===== config.mk =====
export PLATFORM = sky130hd
export DESIGN_NAME = spl_link_top
export DESIGN_NICKNAME = d
export VERILOG_FILES = /design/src/pkg/spl_pkg.sv /design/src/logic/spl_tap_follow.sv /design/src/logic/spl_link_top.sv
export SDC_FILE = /design/constraint.sdc
export NUM_CORES = 1
export LEC_CHECK = 0
export BUFFER_PORTS_ARGS = -buffer_cell sky130_fd_sc_hd__buf_2
export CAP_MARGIN = 20
export CORE_ASPECT_RATIO = 0.75
export CORE_MARGIN = 1
export CORE_UTILIZATION = 49
export DETAILED_ROUTE_END_ITERATION = 7
export GPL_TIMING_DRIVEN = 0
export HOLD_SLACK_MARGIN = 0.05
export PLACE_DENSITY = 0.73
export SYNTH_ARGS = -nofsm -noshare
export SYNTH_HDL_FRONTEND = slang
export SYNTH_SLANG_ARGS = --single-unit

===== constraint.sdc =====
create_clock -name mclk -period 4 [get_ports mclk]
set_clock_uncertainty 0.05 [all_clocks]
set_input_delay 0.2 -clock mclk [delete_from_list [all_inputs] [get_ports mclk]]
set_output_delay 0.2 -clock mclk [all_outputs]
set_load 0.01 [all_outputs]

===== src/pkg/spl_pkg.sv =====
package spl_pkg;

	// register byte offsets
	localparam logic [7:0] REG_CTRL = 8'h00;
	localparam logic [7:0] REG_STATUS = 8'h04;
	localparam logic [7:0] REG_CAPTURE = 8'h08;

	// control word layout
	localparam int CTRL_MODE_LSB = 0;
	localparam int CTRL_PORT_LSB = 2;
	localparam int CTRL_PDO_LSB = 11;
	localparam int CTRL_CASCADE_DATA_OUT_LSB = 13;
	localparam int CTRL_W = 15;
	localparam logic [CTRL_W-1:0] CTRL_RESET = 15'h0000;

	// per-port config: bit 0 connect, bits 2:1 data source
	localparam int NPORT = 3;
	localparam int PCFG_W = 3;
	localparam int PCFG_CONN = 0;
	localparam int PCFG_SRC = 1;
	localparam logic [1:0] SRC_PDI = 2'h0;
	localparam logic [1:0] SRC_PREV = 2'h1;
	localparam logic [1:0] SRC_CDI = 2'h2;

	// status word layout
	localparam int STAT_TAP_LSB = 0;
	localparam int STAT_OK_BIT = 4;
	localparam int STAT_ACT_LSB = 5;
	localparam int STAT_ST_LSB = 8;

	// synchroniser lanes and idle level of undriven pins
	// test clock lane (msb) idles low so reset makes no false edge
	localparam int NSYNC = 18;
	localparam logic [NSYNC-1:0] SYNC_IDLE = 18'h1FFFF;
	localparam logic [31:0] CAPTURE_RESET = 32'h00000000;

	// software mode field
	localparam logic [1:0] MODE_OFF = 2'h0;
	localparam logic [1:0] MODE_ON = 2'h1;
	localparam logic [1:0] MODE_MCAST = 2'h2;
	localparam logic [1:0] MODE_RESET = 2'h3;

	typedef enum logic [2:0] {
		ST_OFF = 3'h0,
		ST_ON = 3'h1,
		ST_MULTICAST = 3'h2,
		ST_RESET = 3'h3,
		ST_TEST_RESET = 3'h4,
		ST_PIN_OVERRIDE = 3'h5,
		ST_OVERRIDE_WITH_RESET = 3'h6
	} spl_status_e;

	typedef enum logic [3:0] {
		TAP_TLR = 4'h0, TAP_RTI = 4'h1, TAP_SEL_DR = 4'h2,
		TAP_CAP_DR = 4'h3, TAP_SHIFT_DR = 4'h4, TAP_EX1_DR = 4'h5,
		TAP_PAUSE_DR = 4'h6, TAP_EX2_DR = 4'h7, TAP_UPD_DR = 4'h8,
		TAP_SEL_IR = 4'h9, TAP_CAP_IR = 4'hA, TAP_SHIFT_IR = 4'hB,
		TAP_EX1_IR = 4'hC, TAP_PAUSE_IR = 4'hD, TAP_EX2_IR = 4'hE,
		TAP_UPD_IR = 4'hF
	} spl_tap_e;

endpackage


===== src/logic/spl_tap_follow.sv =====
`timescale 1ns/1ps
`default_nettype none
module spl_tap_follow (
	input wire logic mclk,
	input wire logic rst,
	input wire logic ce,
	input wire logic clear,
	input wire logic tckRise,
	input wire logic tms,
	output spl_pkg::spl_tap_e tapState,
	output logic tapStable
);
	import spl_pkg::*;

	spl_tap_e next_tapState;

	// standard tap graph, advanced only on test clock rises
	always_comb begin
		case (tapState)
			TAP_TLR: next_tapState = tms ? TAP_TLR : TAP_RTI;
			TAP_RTI: next_tapState = tms ? TAP_SEL_DR : TAP_RTI;
			TAP_SEL_DR: next_tapState = tms ? TAP_SEL_IR : TAP_CAP_DR;
			TAP_CAP_DR: next_tapState = tms ? TAP_EX1_DR : TAP_SHIFT_DR;
			TAP_SHIFT_DR: next_tapState = tms ? TAP_EX1_DR : TAP_SHIFT_DR;
			TAP_EX1_DR: next_tapState = tms ? TAP_UPD_DR : TAP_PAUSE_DR;
			TAP_PAUSE_DR: next_tapState = tms ? TAP_EX2_DR : TAP_PAUSE_DR;
			TAP_EX2_DR: next_tapState = tms ? TAP_UPD_DR : TAP_SHIFT_DR;
			TAP_UPD_DR: next_tapState = tms ? TAP_SEL_DR : TAP_RTI;
			TAP_SEL_IR: next_tapState = tms ? TAP_TLR : TAP_CAP_IR;
			TAP_CAP_IR: next_tapState = tms ? TAP_EX1_IR : TAP_SHIFT_IR;
			TAP_SHIFT_IR: next_tapState = tms ? TAP_EX1_IR : TAP_SHIFT_IR;
			TAP_EX1_IR: next_tapState = tms ? TAP_UPD_IR : TAP_PAUSE_IR;
			TAP_PAUSE_IR: next_tapState = tms ? TAP_EX2_IR : TAP_PAUSE_IR;
			TAP_EX2_IR: next_tapState = tms ? TAP_UPD_IR : TAP_SHIFT_IR;
			TAP_UPD_IR: next_tapState = tms ? TAP_SEL_DR : TAP_RTI;
			default: next_tapState = TAP_TLR;
		endcase
	end

	always_ff @(posedge mclk) begin
		if (rst) begin
			tapState <= TAP_TLR;
		end else if (ce) begin
			if (clear) begin
				tapState <= TAP_TLR;
			end else if (tckRise) begin
				tapState <= next_tapState;
			end
		end
	end

	always_comb begin
		case (tapState)
			TAP_TLR, TAP_RTI, TAP_PAUSE_DR, TAP_PAUSE_IR: tapStable = 1'b1;
			default: tapStable = 1'b0;
		endcase
	end

endmodule // spl_tap_follow
`default_nettype wire


===== src/logic/spl_link_top.sv =====
// Overview of operation
// - Track the tap controller state by sampling mode select on test clocks.
// - Protocols accepted only in reset, idle and pause states, never shifting.
// - Forward primary mode select to selected secondary ports when connected.
// - Always forward primary test reset to all secondary resets.
// - Low test reset gives test-reset status, or bypass-reset if override low.
// - Low test reset returns state to power-up without clock edge; pins still set control if override low.
// - Protocols are answered only while primary test reset is high.
// - Secondary test clocks always copy the primary test clock.
// - Secondary data inputs route to a secondary or primary data output.
// - Secondary data outputs take secondary, primary or cascade input.
// - Off, reset and test-reset put secondary data outputs high impedance.
// - Secondary data outputs change only on test clock falls.
// - Mode select of an off port holds its last valid value.
// - Reset-type statuses force secondary mode selects high.
// - Cascade output takes a secondary input or the cascade input.
// - Cascade output changes only on test clock falls.
// - Secondary pass-through inputs may route to primary pass-through output.
// - Primary pass-through input drives every connected port's output.
// - Pass-through outputs of disconnected ports are high impedance.
// - Unconnected inputs read high; the test clock lane idles low.
// - With master override low, protocols ignored; pins configure ports.
// - Connect flags low for active statuses, high otherwise.
// - During protocols, primary data bits are captured on test clock rises.
//
// Design decisions made here: the APB interface to the registers and the placing of the registers.
`timescale 1ns/1ps
`default_nettype none
module spl_link_top (
	input wire logic mclk,
	input wire logic rst,
	input wire logic ce,
	input wire logic psel,
	input wire logic penable,
	input wire logic pwrite,
	input wire logic [7:0] paddr,
	input wire logic [31:0] pwdata,
	output logic [31:0] prdata,
	output logic pready,
	output logic pslverr,
	input wire logic primary_test_clock,
	input wire logic primary_mode_select,
	input wire logic primary_test_reset_n,
	input wire logic primary_data_in,
	output logic primary_data_out,
	output logic primary_data_out_oe,
	input wire logic cascade_data_in,
	output logic cascade_data_out,
	input wire logic override_master_n,
	input wire logic [4:0] override_config_pins_n,
	output logic [2:0] secondary_test_clocks,
	output logic [2:0] secondary_test_resets_n,
	output logic [2:0] secondary_mode_selects,
	input wire logic [2:0] secondary_data_inputs,
	output logic [2:0] secondary_data_outputs,
	output logic [2:0] secondary_data_outputs_oe,
	input wire logic [2:0] secondary_passthru_inputs,
	output logic [2:0] secondary_passthru_outputs,
	output logic [2:0] secondary_passthru_outputs_oe,
	input wire logic primary_passthru_input,
	output logic primary_passthru_output,
	output logic [2:0] link_active_flags_n
);
	import spl_pkg::*;

	logic [NSYNC-1:0] pinRaw;
	logic [NSYNC-1:0] syncA;
	logic [NSYNC-1:0] syncB;
	logic tckS, tmsS, rstnS, pdiS, cdiS, pxS, ovmS;
	logic [2:0] sdiS;
	logic [2:0] sxS;
	logic [4:0] ovcS;
	logic tckPrev;
	logic tckRise;
	logic tckFall;
	spl_tap_e tapState;
	logic tapStable;
	logic protoOk;
	logic [CTRL_W-1:0] ctrl;
	logic [CTRL_W-1:0] pinCtrl;
	spl_status_e status;
	logic [1:0] mode;
	logic [NPORT*PCFG_W-1:0] portCfg;
	logic [1:0] pdoSel;
	logic [1:0] ctdoSel;
	logic [2:0] conn;
	logic [2:0] active;
	logic [2:0] sdoNext;
	logic connStatus;
	logic resetType;
	logic msForward;
	logic pdoDrive;
	logic pyNext;
	logic [31:0] capture;
	logic setup;
	logic commit;
	logic errNext;
	logic [31:0] rdNext;

	// pick a secondary input by 1-based code, or the fallback on code 0
	function automatic logic pickIn(input logic [1:0] sel,
			input logic base, input logic [2:0] sdi);
		pickIn = (sel == 2'h0) ? base : sdi[sel - 2'h1];
	endfunction

	// pin wiring: connected ports chained 0..2 if pin 4 high, last one to primary out
	function automatic logic [CTRL_W-1:0] pinDecode(input logic [4:0] p);
		logic [CTRL_W-1:0] c;
		logic [1:0] last;
		c = CTRL_RESET;
		last = 2'h0;
		for (int i = 0; i < NPORT; i++) begin
			if (!p[i]) begin
				c[CTRL_PORT_LSB + i*PCFG_W + PCFG_CONN] = 1'b1;
				if (p[4] && last != 2'h0) begin
					c[CTRL_PORT_LSB + i*PCFG_W + PCFG_SRC +: 2] = SRC_PREV;
				end
				last = 2'(i + 1);
			end
		end
		c[CTRL_PDO_LSB +: 2] = last;
		c[CTRL_CASCADE_DATA_OUT_LSB +: 2] = p[3] ? 2'h0 : last;
		pinDecode = c;
	endfunction

	// pin lanes; idle level after reset is high, test clock low
	assign pinRaw = {primary_test_clock, primary_mode_select,
		primary_test_reset_n, primary_data_in, cascade_data_in,
		primary_passthru_input, override_master_n,
		secondary_data_inputs, secondary_passthru_inputs,
		override_config_pins_n};

	// two-flop synchronisers for every pin
	// undriven reads high, test clock low
	genvar g;
	generate
		for (g = 0; g < NSYNC; g++) begin : gSync
			always_ff @(posedge mclk) begin
				if (rst) begin
					syncA[g] <= SYNC_IDLE[g];
					syncB[g] <= SYNC_IDLE[g];
				end else if (ce) begin
					syncA[g] <= pinRaw[g];
					syncB[g] <= syncA[g];
				end
			end
		end
	endgenerate

	assign {tckS, tmsS, rstnS, pdiS, cdiS, pxS, ovmS, sdiS, sxS, ovcS} = syncB;

	// test clock edge finder
	always_ff @(posedge mclk) begin
		if (rst) begin
			tckPrev <= 1'b0;
		end else if (ce) begin
			tckPrev <= tckS;
		end
	end
	assign tckRise = tckS & ~tckPrev;
	assign tckFall = ~tckS & tckPrev;

	spl_tap_follow spl_tap_follow_inst (
		.mclk(mclk),
		.rst(rst),
		.ce(ce),
		.clear(~rstnS),
		.tckRise(tckRise),
		.tms(tmsS),
		.tapState(tapState),
		.tapStable(tapStable)
	);

	assign protoOk = rstnS & ovmS & tapStable;

	// overall status
	// reset statuses
	always_comb begin
		if (!rstnS) begin
			status = ovmS ? ST_TEST_RESET : ST_OVERRIDE_WITH_RESET;
		end else if (!ovmS) begin
			status = ST_PIN_OVERRIDE;
		end else begin
			case (mode)
				MODE_ON: status = ST_ON;
				MODE_MCAST: status = ST_MULTICAST;
				MODE_RESET: status = ST_RESET;
				default: status = ST_OFF;
			endcase
		end
	end

	// status classes used by the muxes
	always_comb begin
		connStatus = 1'b0;
		resetType = 1'b0;
		msForward = 1'b0;
		pdoDrive = 1'b0;
		case (status)
			ST_ON, ST_PIN_OVERRIDE: begin
				connStatus = 1'b1;
				msForward = 1'b1;
				pdoDrive = 1'b1;
			end
			ST_MULTICAST: begin
				connStatus = 1'b1;
				msForward = 1'b1;
			end
			ST_OVERRIDE_WITH_RESET: begin
				connStatus = 1'b1;
				resetType = 1'b1;
				pdoDrive = 1'b1;
			end
			ST_RESET, ST_TEST_RESET: resetType = 1'b1;
			default: connStatus = 1'b0;
		endcase
	end

	// apb handshake: decision at setup, answer in first access cycle
	assign setup = psel & ~penable & ~pready;
	assign commit = psel & penable & pready & pwrite & ~pslverr;
	assign pinCtrl = pinDecode(ovcS);

	always_comb begin
		errNext = 1'b0;
		rdNext = 32'h00000000;
		case (paddr)
			REG_CTRL: begin
				errNext = pwrite & ~protoOk;
				rdNext[CTRL_W-1:0] = ctrl;
			end
			REG_STATUS: begin
				errNext = pwrite;
				rdNext[STAT_TAP_LSB +: 4] = tapState;
				rdNext[STAT_OK_BIT] = protoOk;
				rdNext[STAT_ACT_LSB +: 3] = active;
				rdNext[STAT_ST_LSB +: 3] = status;
			end
			REG_CAPTURE: begin
				errNext = pwrite;
				rdNext = capture;
			end
			default: errNext = 1'b1;
		endcase
	end

	// bus answer registers
	always_ff @(posedge mclk) begin
		if (rst) begin
			pready <= 1'b0;
			pslverr <= 1'b0;
			prdata <= 32'h00000000;
		end else if (ce) begin
			pready <= setup;
			if (setup) begin
				pslverr <= errNext;
				prdata <= pwrite ? 32'h00000000 : rdNext;
			end else if (pready) begin
				pslverr <= 1'b0;
				prdata <= 32'h00000000;
			end
		end
	end

	// pins win while master override low
	always_ff @(posedge mclk) begin
		if (rst) begin
			ctrl <= CTRL_RESET;
		end else if (ce) begin
			// pins keep ports wired through bypass-reset as well
			if (!ovmS) begin
				ctrl <= pinCtrl;
			end else if (!rstnS) begin
				ctrl <= CTRL_RESET;
			end else if (commit && paddr == REG_CTRL) begin
				ctrl <= pwdata[CTRL_W-1:0];
			end
		end
	end

	assign mode = ctrl[CTRL_MODE_LSB +: 2];
	assign portCfg = ctrl[CTRL_PORT_LSB +: NPORT*PCFG_W];
	assign pdoSel = ctrl[CTRL_PDO_LSB +: 2];
	assign ctdoSel = ctrl[CTRL_CASCADE_DATA_OUT_LSB +: 2];

	generate
		for (g = 0; g < NPORT; g++) begin : gPort
			logic [1:0] src;
			logic prevIn;
			assign src = portCfg[g*PCFG_W + PCFG_SRC +: 2];
			assign conn[g] = portCfg[g*PCFG_W + PCFG_CONN];
			assign active[g] = conn[g] & connStatus;
			if (g == 0) begin : gFirst
				assign prevIn = cdiS;
			end else begin : gRest
				assign prevIn = sdiS[g-1];
			end
			assign sdoNext[g] = (src == SRC_PREV) ? prevIn :
				(src == SRC_CDI) ? cdiS : pdiS;
		end
	endgenerate

	always_ff @(posedge mclk) begin
		if (rst) begin
			secondary_test_clocks <= 3'b000;
			secondary_test_resets_n <= 3'b111;
		end else if (ce) begin
			secondary_test_clocks <= {NPORT{tckS}};
			secondary_test_resets_n <= {NPORT{rstnS}};
		end
	end

	// secondary mode selects
	always_ff @(posedge mclk) begin
		if (rst) begin
			secondary_mode_selects <= 3'b111;
		end else if (ce) begin
			for (int i = 0; i < NPORT; i++) begin
				if (resetType) begin
					secondary_mode_selects[i] <= 1'b1;
				end else if (msForward && conn[i]) begin
					secondary_mode_selects[i] <= tmsS;
				end
			end
		end
	end

	// data paths change on test clock falls; drives drop at once in reset and test-reset
	always_ff @(posedge mclk) begin
		if (rst) begin
			secondary_data_outputs <= 3'b111;
			secondary_data_outputs_oe <= 3'b000;
			primary_data_out <= 1'b1;
			primary_data_out_oe <= 1'b0;
			cascade_data_out <= 1'b1;
			link_active_flags_n <= 3'b111;
		end else if (ce) begin
			if (resetType && !connStatus) begin
				secondary_data_outputs_oe <= 3'b000;
				primary_data_out_oe <= 1'b0;
				link_active_flags_n <= 3'b111;
			end else if (tckFall) begin
				secondary_data_outputs <= sdoNext;
				secondary_data_outputs_oe <= active;
				primary_data_out <= pickIn(pdoSel, pdiS, sdiS);
				primary_data_out_oe <= pdoDrive;
				link_active_flags_n <= ~active;
			end
			if (tckFall) begin
				cascade_data_out <= pickIn(ctdoSel, cdiS, sdiS);
			end
		end
	end

	// lowest active port feeds primary pass-through
	always_comb begin
		pyNext = 1'b1;
		for (int i = NPORT - 1; i >= 0; i--) begin
			if (active[i]) begin
				pyNext = sxS[i];
			end
		end
	end

	// pass-through pins
	always_ff @(posedge mclk) begin
		if (rst) begin
			primary_passthru_output <= 1'b1;
			secondary_passthru_outputs <= 3'b111;
			secondary_passthru_outputs_oe <= 3'b000;
		end else if (ce) begin
			primary_passthru_output <= pyNext;
			secondary_passthru_outputs <= {NPORT{pxS}};
			secondary_passthru_outputs_oe <= active;
		end
	end

	always_ff @(posedge mclk) begin
		if (rst) begin
			capture <= CAPTURE_RESET;
		end else if (ce) begin
			if (!rstnS) begin
				capture <= CAPTURE_RESET;
			end else if (tckRise && protoOk) begin
				capture <= {capture[30:0], pdiS};
			end
		end
	end

	a_tck_copy: assert property (@(posedge mclk) disable iff (rst || !ce)
		$rose(tckS) |=> secondary_test_clocks == 3'b111)
		else $error("secondary clocks miss rise");
	a_reset_fwd: assert property (@(posedge mclk) disable iff (rst || !ce)
		!rstnS |=> secondary_test_resets_n == 3'b000)
		else $error("test reset not forwarded");
	a_ms_forced: assert property (@(posedge mclk) disable iff (rst || !ce)
		resetType |=> secondary_mode_selects == 3'b111)
		else $error("mode selects not forced high");
	a_ms_hold: assert property (@(posedge mclk) disable iff (rst || !ce)
		status == ST_OFF |=> $stable(secondary_mode_selects))
		else $error("off port mode select moved");
	a_sdo_fall: assert property (@(posedge mclk) disable iff (rst || !ce)
		!tckFall |=> $stable(secondary_data_outputs))
		else $error("data out changed off a fall");
	a_cascade_data_out_fall: assert property (@(posedge mclk) disable iff (rst || !ce)
		!tckFall |=> $stable(cascade_data_out))
		else $error("cascade out changed off a fall");
	a_proto_gate: assert property (@(posedge mclk) disable iff (rst || !ce)
		commit && paddr == REG_CTRL |-> $past(protoOk))
		else $error("config taken outside stable state");
	a_sy_release: assert property (@(posedge mclk) disable iff (rst || !ce)
		!active[0] |=> !secondary_passthru_outputs_oe[0])
		else $error("pass-through driven while disconnected");
	a_ovr_reset: assert property (@(posedge mclk) disable iff (rst || !ce)
		!rstnS && !ovmS |-> status == ST_OVERRIDE_WITH_RESET)
		else $error("bypass-reset status missing");
	a_data_hiz: assert property (@(posedge mclk) disable iff (rst || !ce)
		status == ST_TEST_RESET ##1 status == ST_TEST_RESET
		|-> secondary_data_outputs_oe == 3'b000)
		else $error("data out driven in test reset");

endmodule // spl_link_top
`default_nettype wire


==> metrics.txt, run 1 <==
run status=completed; vias in the first global route=5497; WP data required=4.26 ns; slew at the pin with the worst max-slew slack=0.7498 ns; Final Hold Fails=0; Max-Cap Viols=0; Power Dens Cells=419.0 mW/mm²; vias per cell=5.895; aggregate routed wire length=17.70 mm; TritonCTS Buffers=17; first-pass GRT wire length=27.99 mm; synthesized area per cell=9.213 µm²; Core Footprint=0.01183 mm²; Crit Path Category=register to register; CTS Buffer Depth=2; # diodes=0; Syn Nets=731; WL met2=7.745 mm; initial antenna violation count=0; Leak=3.118 nW; fin util=0.6437; Detail Placement HPWL=12.40 mm; crit start category=register; slew margin rel.=0.5001; multi-input logic area=0.002887 mm²; Worst EP arrival=3.50 ns; sequential fraction of the synthesis area=0.4708; DRC=0; Total Routing Usage GR=0.2851; routed length per instance=17.94 µm; Syn. warnings=0; Tmin final=3.239 ns; library cells used by synthesis=61; Die H=98.48 µm; top sig layer=met4; #FFs+latches synth=143; RSZ-0062 raised after global routing=no; Netlist Area Pre-Place=0.006081 mm²; largest net degree at the start of global routing=17; post-CTS setup buffers=0; Tcrit/Tclk final=0.8098; Final Setup Violations=0; Pre-Repair DR Iteration Count=6; H-tree depth=4; Final nets=883; register area=0.002863 mm²; number of flops mapped to enable cells by yosys=0; share of layout cells above drive strength 1=0.1939; final setup TNS=0 ns; synthesis-to-finish area growth=25.19%; port bufs=108; clk slew on worst S/H paths=0.06 ns; ys async rst share=0; VDD IR max=317.8 µV; Initial DRC Count=612; Post-synth top flop=dfxtp_1; Fmax achieved=0.3087 GHz; post-synthesis cell count=660; Final Max Tran Viols=0; routed length on met3=1.375 mm; routability cong.=0.9301; clk_lat worst skew=0.42 ns; CTS tree=done; Via Count=5818; antenna-violating nets left=0; filler cell count=1015; Die ar.=0.01286 mm²; Die W=130.6 µm; Crit. End Element=register; total grt overflow=0; clock root buffer=clkbuf_16; Cell Rows=34; Min-Delay Path Class=input pin to register; wl on met1=8.184 mm; CP Max Fanout=10; Starting Density=0.5142; # IOs=126; Num Clock Sinks=143
## metrics by stage
stage	hold WS, ns	area, µm²	std cells	total power [mW]	setup slack [ns]
after floorplan	0.2784	6081	660	1.645	1.545
final	0.1202	7612	987	3.189	0.7608
after global routing	0.1245	7612	987	3.294	0.6327
after detailed placement	0.3703	6824	930	1.732	0.9312
after CTS	0.1025	7607	986	3.187	0.8744
after global placement	0.3659	6824	930	1.725	1.015
## cells in the final DEF (no fill, tap or decap), types with 3 or more instances in the layout
cell type        n
clkbuf_1        45
clkbuf_16       17
nor2b_1         10
clkinv_2         3
a32oi_1          8
o21ai_0         16
buf_1            8
ha_1             7
dlygate4sd3_1   24
nor2_1          50
nor3b_1          4
a22oi_1         24
a22o_1          34
o2bb2ai_1        4
a32o_1           5
o211ai_1         8
buf_2          109
nand4b_1         3
dfxtp_1        143
inv_1           14
a211oi_1         4
mux2_2           3
a21oi_1         53
nand3_1         34
a211o_1          4
clkinvlp_4       6
nor3_1           6
nand2_1         61
a21o_1           7
mux2i_1         51
buf_4            7
## kinds of logic after synthesis
family	count (synthesis)	synth area share
buffers and inverters	77	0.05453
DFF	143	0.4708
adders and majority gates	7	0.01440
AOI/OAI and AO/OA	188	0.2187
and+or+nand+nor	189	0.1492
muxes	54	0.08951
xor gates and xnor gates	2	0.002881
## synth_stat cells (3+ instances only)
| master | instances | area share |
|---|---|---|
| a211o_1 | 4 | 0.0058 |
| nor2_1 | 50 | 0.031 |
| ha_1 | 7 | 0.014 |
| a32oi_1 | 8 | 0.012 |
| nor2b_1 | 10 | 0.010 |
| o2bb2ai_1 | 4 | 0.0058 |
| a21o_1 | 7 | 0.0086 |
| nand2_1 | 61 | 0.038 |
| inv_1 | 14 | 0.0086 |
| o21ai_0 | 16 | 0.013 |
| nand3_1 | 34 | 0.028 |
| buf_1 | 8 | 0.0049 |
| mux2i_1 | 51 | 0.084 |
| mux2_2 | 3 | 0.0056 |
| buf_4 | 7 | 0.0086 |
| clkbuf_1 | 44 | 0.027 |
| nand4b_1 | 3 | 0.0043 |
| a32o_1 | 5 | 0.0082 |
| a22o_1 | 34 | 0.049 |
| a22oi_1 | 24 | 0.030 |
| nor3_1 | 6 | 0.0049 |
| a21oi_1 | 53 | 0.044 |
| nor3b_1 | 4 | 0.0049 |
| a211oi_1 | 4 | 0.0049 |
| dfxtp_1 | 143 | 0.47 |
| o211ai_1 | 8 | 0.0099 |
## layer usage
| layer | GRT usage | up-vias |
|---|---|---|
| li1 | - | 2707 |
| met5 | 0 | - |
| met3 | 0.05863 | 38 |
| met1 | 0.4120 | 2791 |
| met4 | 0.1034 | 0 |
| met2 | 0.4176 | 282 |
## where the power goes
| part | internal [mW] | total (mW) | switching, mW |
|---|---|---|---|
| Clock | 0.825 | 1.46 | 0.634 |
| Combinational | 0.100 | 0.260 | 0.159 |
| Sequential | 1.45 | 1.47 | 0.0208 |
## worst max-delay path: stages, from the launching register on
cell and delay (ns):
dfxtp_1 0.32, clkbuf_1 0.42, buf_1 0.48, nor2_1 0.13, a21oi_1 0.38, ha_1 0.37, clkbuf_1 0.28, a211oi_1 0.43
o21ai_0 0.14, o311ai_0 0.11
## cell type report
cell class / count / share of cell area
sequential: 143 / 0.3761
timing repair buffer: 133 / 0.1032
tap: 162 / 0.02663
inverter: 15 / 0.007396
buffer: 62 / 0.03616
multi-input combinational: 440 / 0.3792
clock inverter: 12 / 0.01134
clock buffer: 20 / 0.05999
## path summary, 6_finish.rpt
path	startpoint	to	slack, ns	depth (start not counted)
worst max-delay path	ovmS	primary_data_out	0.76	9
worst max register to register	ovmS	primary_data_out	0.76	9
worst min-delay path	pwdata[13]	ctrl[13]	0.12	4
worst min register to register	prdata[7]	prdata[7]	0.41	2
## sequential cells by signal (all words and copies together), names as in the netlist, 2 cells and up
signal	flops
secondary_passthru_outputs_oe	3
secondary_data_outputs	3
link_active_flags_n	3
capture	32
spl_tap_follow_inst.tapState	4
syncA	18
gPort.prevIn	2
ctrl	15
prdata	32
ovcS	5
sxS	3
secondary_mode_selects	3
secondary_data_outputs_oe	3
## what timing repair did
action | CTS | global route
setup endpoints to repair | 0 | 0
hold buffers | 24 | 0
resized for setup | 0 | 0
endpoints found under the hold margin | 24 | 0
No activity file was read; power rests on OpenSTA's default activity.
==> run 2, diff against run 1 <==
==> constraint.sdc (replaced) <==
create_clock -name mclk -period 3 [get_ports mclk]
set_clock_uncertainty 0.05 [all_clocks]
set_input_delay 0.15 -clock mclk [delete_from_list [all_inputs] [get_ports mclk]]
set_output_delay 0.15 -clock mclk [all_outputs]
set_load 0.01 [all_outputs]
==> run 2 against run 1 <==
Against the previous run:
- combinational power up 34%
- total power up 33%
- sequential power up 33%
- count of clock-buffer cells in the layout unchanged
- critical path depth unchanged
- clock power up 33%
- worst setup slack worse by 0.62 ns
- critical path type unchanged
- largest power group unchanged
==> metrics.txt, run 2 (synthesis gave the netlist of run 1 again) <==
run status=completed (unchanged); CTS tree=done (unchanged); fin util=0.6448 (was 0.6437); hold path start=pwdata[13] (unchanged); clk slew on worst S/H paths=0.07 ns (was 0.06 ns); clock root buffer=clkbuf_16 (unchanged); biggest regs=capture x32, prdata x32, syncA x18 (unchanged); WP data required=3.26 ns (was 4.26 ns); Core Footprint=0.01183 mm² (unchanged); Leak=3.132 nW (was 3.118 nW); # IOs=126 (unchanged); H-tree depth=4 (unchanged); CTS Buffer Depth=2 (unchanged); total grt overflow=0 (unchanged); vias per cell=5.891 (was 5.895); Die ar.=0.01286 mm² (unchanged); vias in the first global route=5497 (unchanged); worst r2r dst=primary_data_out (unchanged); Num Clock Sinks=143 (unchanged); worst hold slack=0.06986 ns (was 0.1202 ns); most common cell after layout, fill and taps aside=dfxtp_1 (unchanged); Initial DRC Count=591 (was 612); Detail Placement HPWL=12.40 mm (unchanged); Starting Density=0.5142 (unchanged); CP Max Fanout=10 (unchanged); routability cong.=0.9301 (unchanged); Tcrit/Tclk final=0.9524 (was 0.8098); Crit. End Element=register (unchanged); Cell Rows=34 (unchanged); Worst R2R Start=rstnS (was ovmS); Worst EP arrival=3.12 ns (was 3.50 ns); Min-Delay Path Class=input pin to register (unchanged); Via Count=5814 (was 5818); largest net degree at the start of global routing=17 (unchanged); DRC=0 (unchanged); synthesis-to-finish area growth=25.41% (was 25.19%); VDD IR max=422.2 µV (was 317.8 µV); initial antenna violation count=0 (unchanged); Fmax achieved=0.3500 GHz (was 0.3087 GHz); first-pass GRT wire length=27.99 mm (unchanged); reg2reg path depth=9 (unchanged); post-CTS setup buffers=0 (unchanged); port bufs=108 (unchanged); TritonCTS Buffers=17 (unchanged); max incr delay on CP=0.40 ns (was 0.48 ns); filler cell count=1016 (was 1015); crit start category=register (unchanged); Crit Path Category=register to register (unchanged); Die W=130.6 µm (unchanged); Max-Cap Viols=0 (unchanged); slew margin rel.=0.4994 (was 0.5001); Final nets=883 (unchanged); slew at the pin with the worst max-slew slack=0.7509 ns (was 0.7498 ns); Final Max Tran Viols=0 (unchanged); Tmin final=2.857 ns (was 3.239 ns); crit path launch=rstnS (was ovmS); Cell Chain, Critical Path=and2_1 -> clkbuf_1 -> clkbuf_2 -> a21oi_2 -> ha_1 -> clkbuf_2 -> a211oi_1 -> o21ai_0 -> o311ai_0 (was clkbuf_1 -> buf_1 -> nor2_1 -> a21oi_1 -> ha_1 -> clkbuf_1 -> a211oi_1 -> o21ai_0 -> o311ai_0); clk_lat worst skew=0.42 ns (about the same); most frequent cells in the layout=143 x dfxtp_1, 110 x buf_2, 61 x nand2_1 (was 143 x dfxtp_1, 109 x buf_2, 61 x nand2_1); CP max stage cell=clkbuf_1 (was buf_1); worst slack, placed=-0.06877 ns (was 0.9312 ns); Die H=98.48 µm (unchanged); Top cell by count, worst path=clkbuf_2 (was clkbuf_1); R2R setup slack=0.14 ns (was 0.76 ns); # diodes=0 (unchanged); Final Hold Fails=0 (unchanged); antenna-violating nets left=0 (unchanged); Pre-Repair DR Iteration Count=5 (was 6); Worst Hold Endpoint=ctrl[13] (unchanged); aggregate routed wire length=17.67 mm (was 17.70 mm); total power=4.252 mW (was 3.189 mW); Power Dens Cells=557.6 mW/mm² (was 419.0 mW/mm²); Final Setup Violations=0 (unchanged); Total Routing Usage GR=0.2851 (unchanged); RSZ-0062 raised after global routing=no (unchanged); Hold Path Stages=4 (unchanged); post-route setup slack=0.1427 ns (was 0.7608 ns); routed length per instance=17.90 µm (was 17.94 µm); share of layout cells above drive strength 1=0.2012 (was 0.1939)
==> run 2: cell counts in the layout (fill, tap and decap cells not counted) <==
Identical to the previous run, type by type.
==> run 2: worst max path at each step <==
stage	depth (start not counted)	endpoint
detailed placement	9	primary_data_out
finish	9	primary_data_out
CTS	9	primary_data_out
floorplan	9	primary_data_out
global placement	9	primary_data_out
global route	9	secondary_data_outputs[0]
==> run 2: layer usage <==
layer / part of all wire / GRT usage / wire length (µm)
met1: 0.46 / 0.4120 / 8045
met2: 0.44 / 0.4176 / 7813
met3: 0.082 / 0.05863 / 1443
met4: 0.021 / 0.1034 / 366
met5: 0 / 0 / 0
==> run 2: critical path: cells and delay by family, from the launching register on <==
kind,cells,cell delay (ns)
simple gates,1,0.15
flops,1,0.39
buf+inv,3,0.99
compound gates,4,0.79
fa+ha+maj,1,0.37
==> run 2: power by group <==
group	switching, mW	internal, mW	leakage, nW
clock network	0.844	1.10	0.251
registers	0.0279	1.93	1.16
logic	0.212	0.135	1.72
total	1.08	3.17	3.13
==> run 2: repair_timing <==
action / in CTS / in global routing
endpoints found under the hold margin: 24 / 0
setup endpoints to repair: 13 / 16
gates resized for setup: 2 / 7
hold buffers: 24 / 0
==> run 2: layout make-up <==
cell class	count	area [µm²]	area share
well taps	162	202.7	0.02658
repair buffers	133	785.8	0.1030
inverters	15	56.30	0.007383
clock inverters	12	86.33	0.01132
plain buffers	62	280.3	0.03675
clock buffers	20	456.7	0.05989
multi-input cells	440	2895	0.3797
flip-flops and latches	143	2863	0.3754
==> run 2: per-stage QoR <==
| step | instances | cell area (µm²) | TNS, ns |
|---|---|---|---|
| 3_5_place_dp | 930 | 6824 | -0.2136 |
| 4_1_cts | 986 | 7610 | 0 |
| 2_1_floorplan | 660 | 6081 | 0 |
| 3_3_place_gp | 930 | 6824 | 0 |
| 6_report | 987 | 7626 | 0 |
| 5_1_grt | 987 | 7626 | 0 |
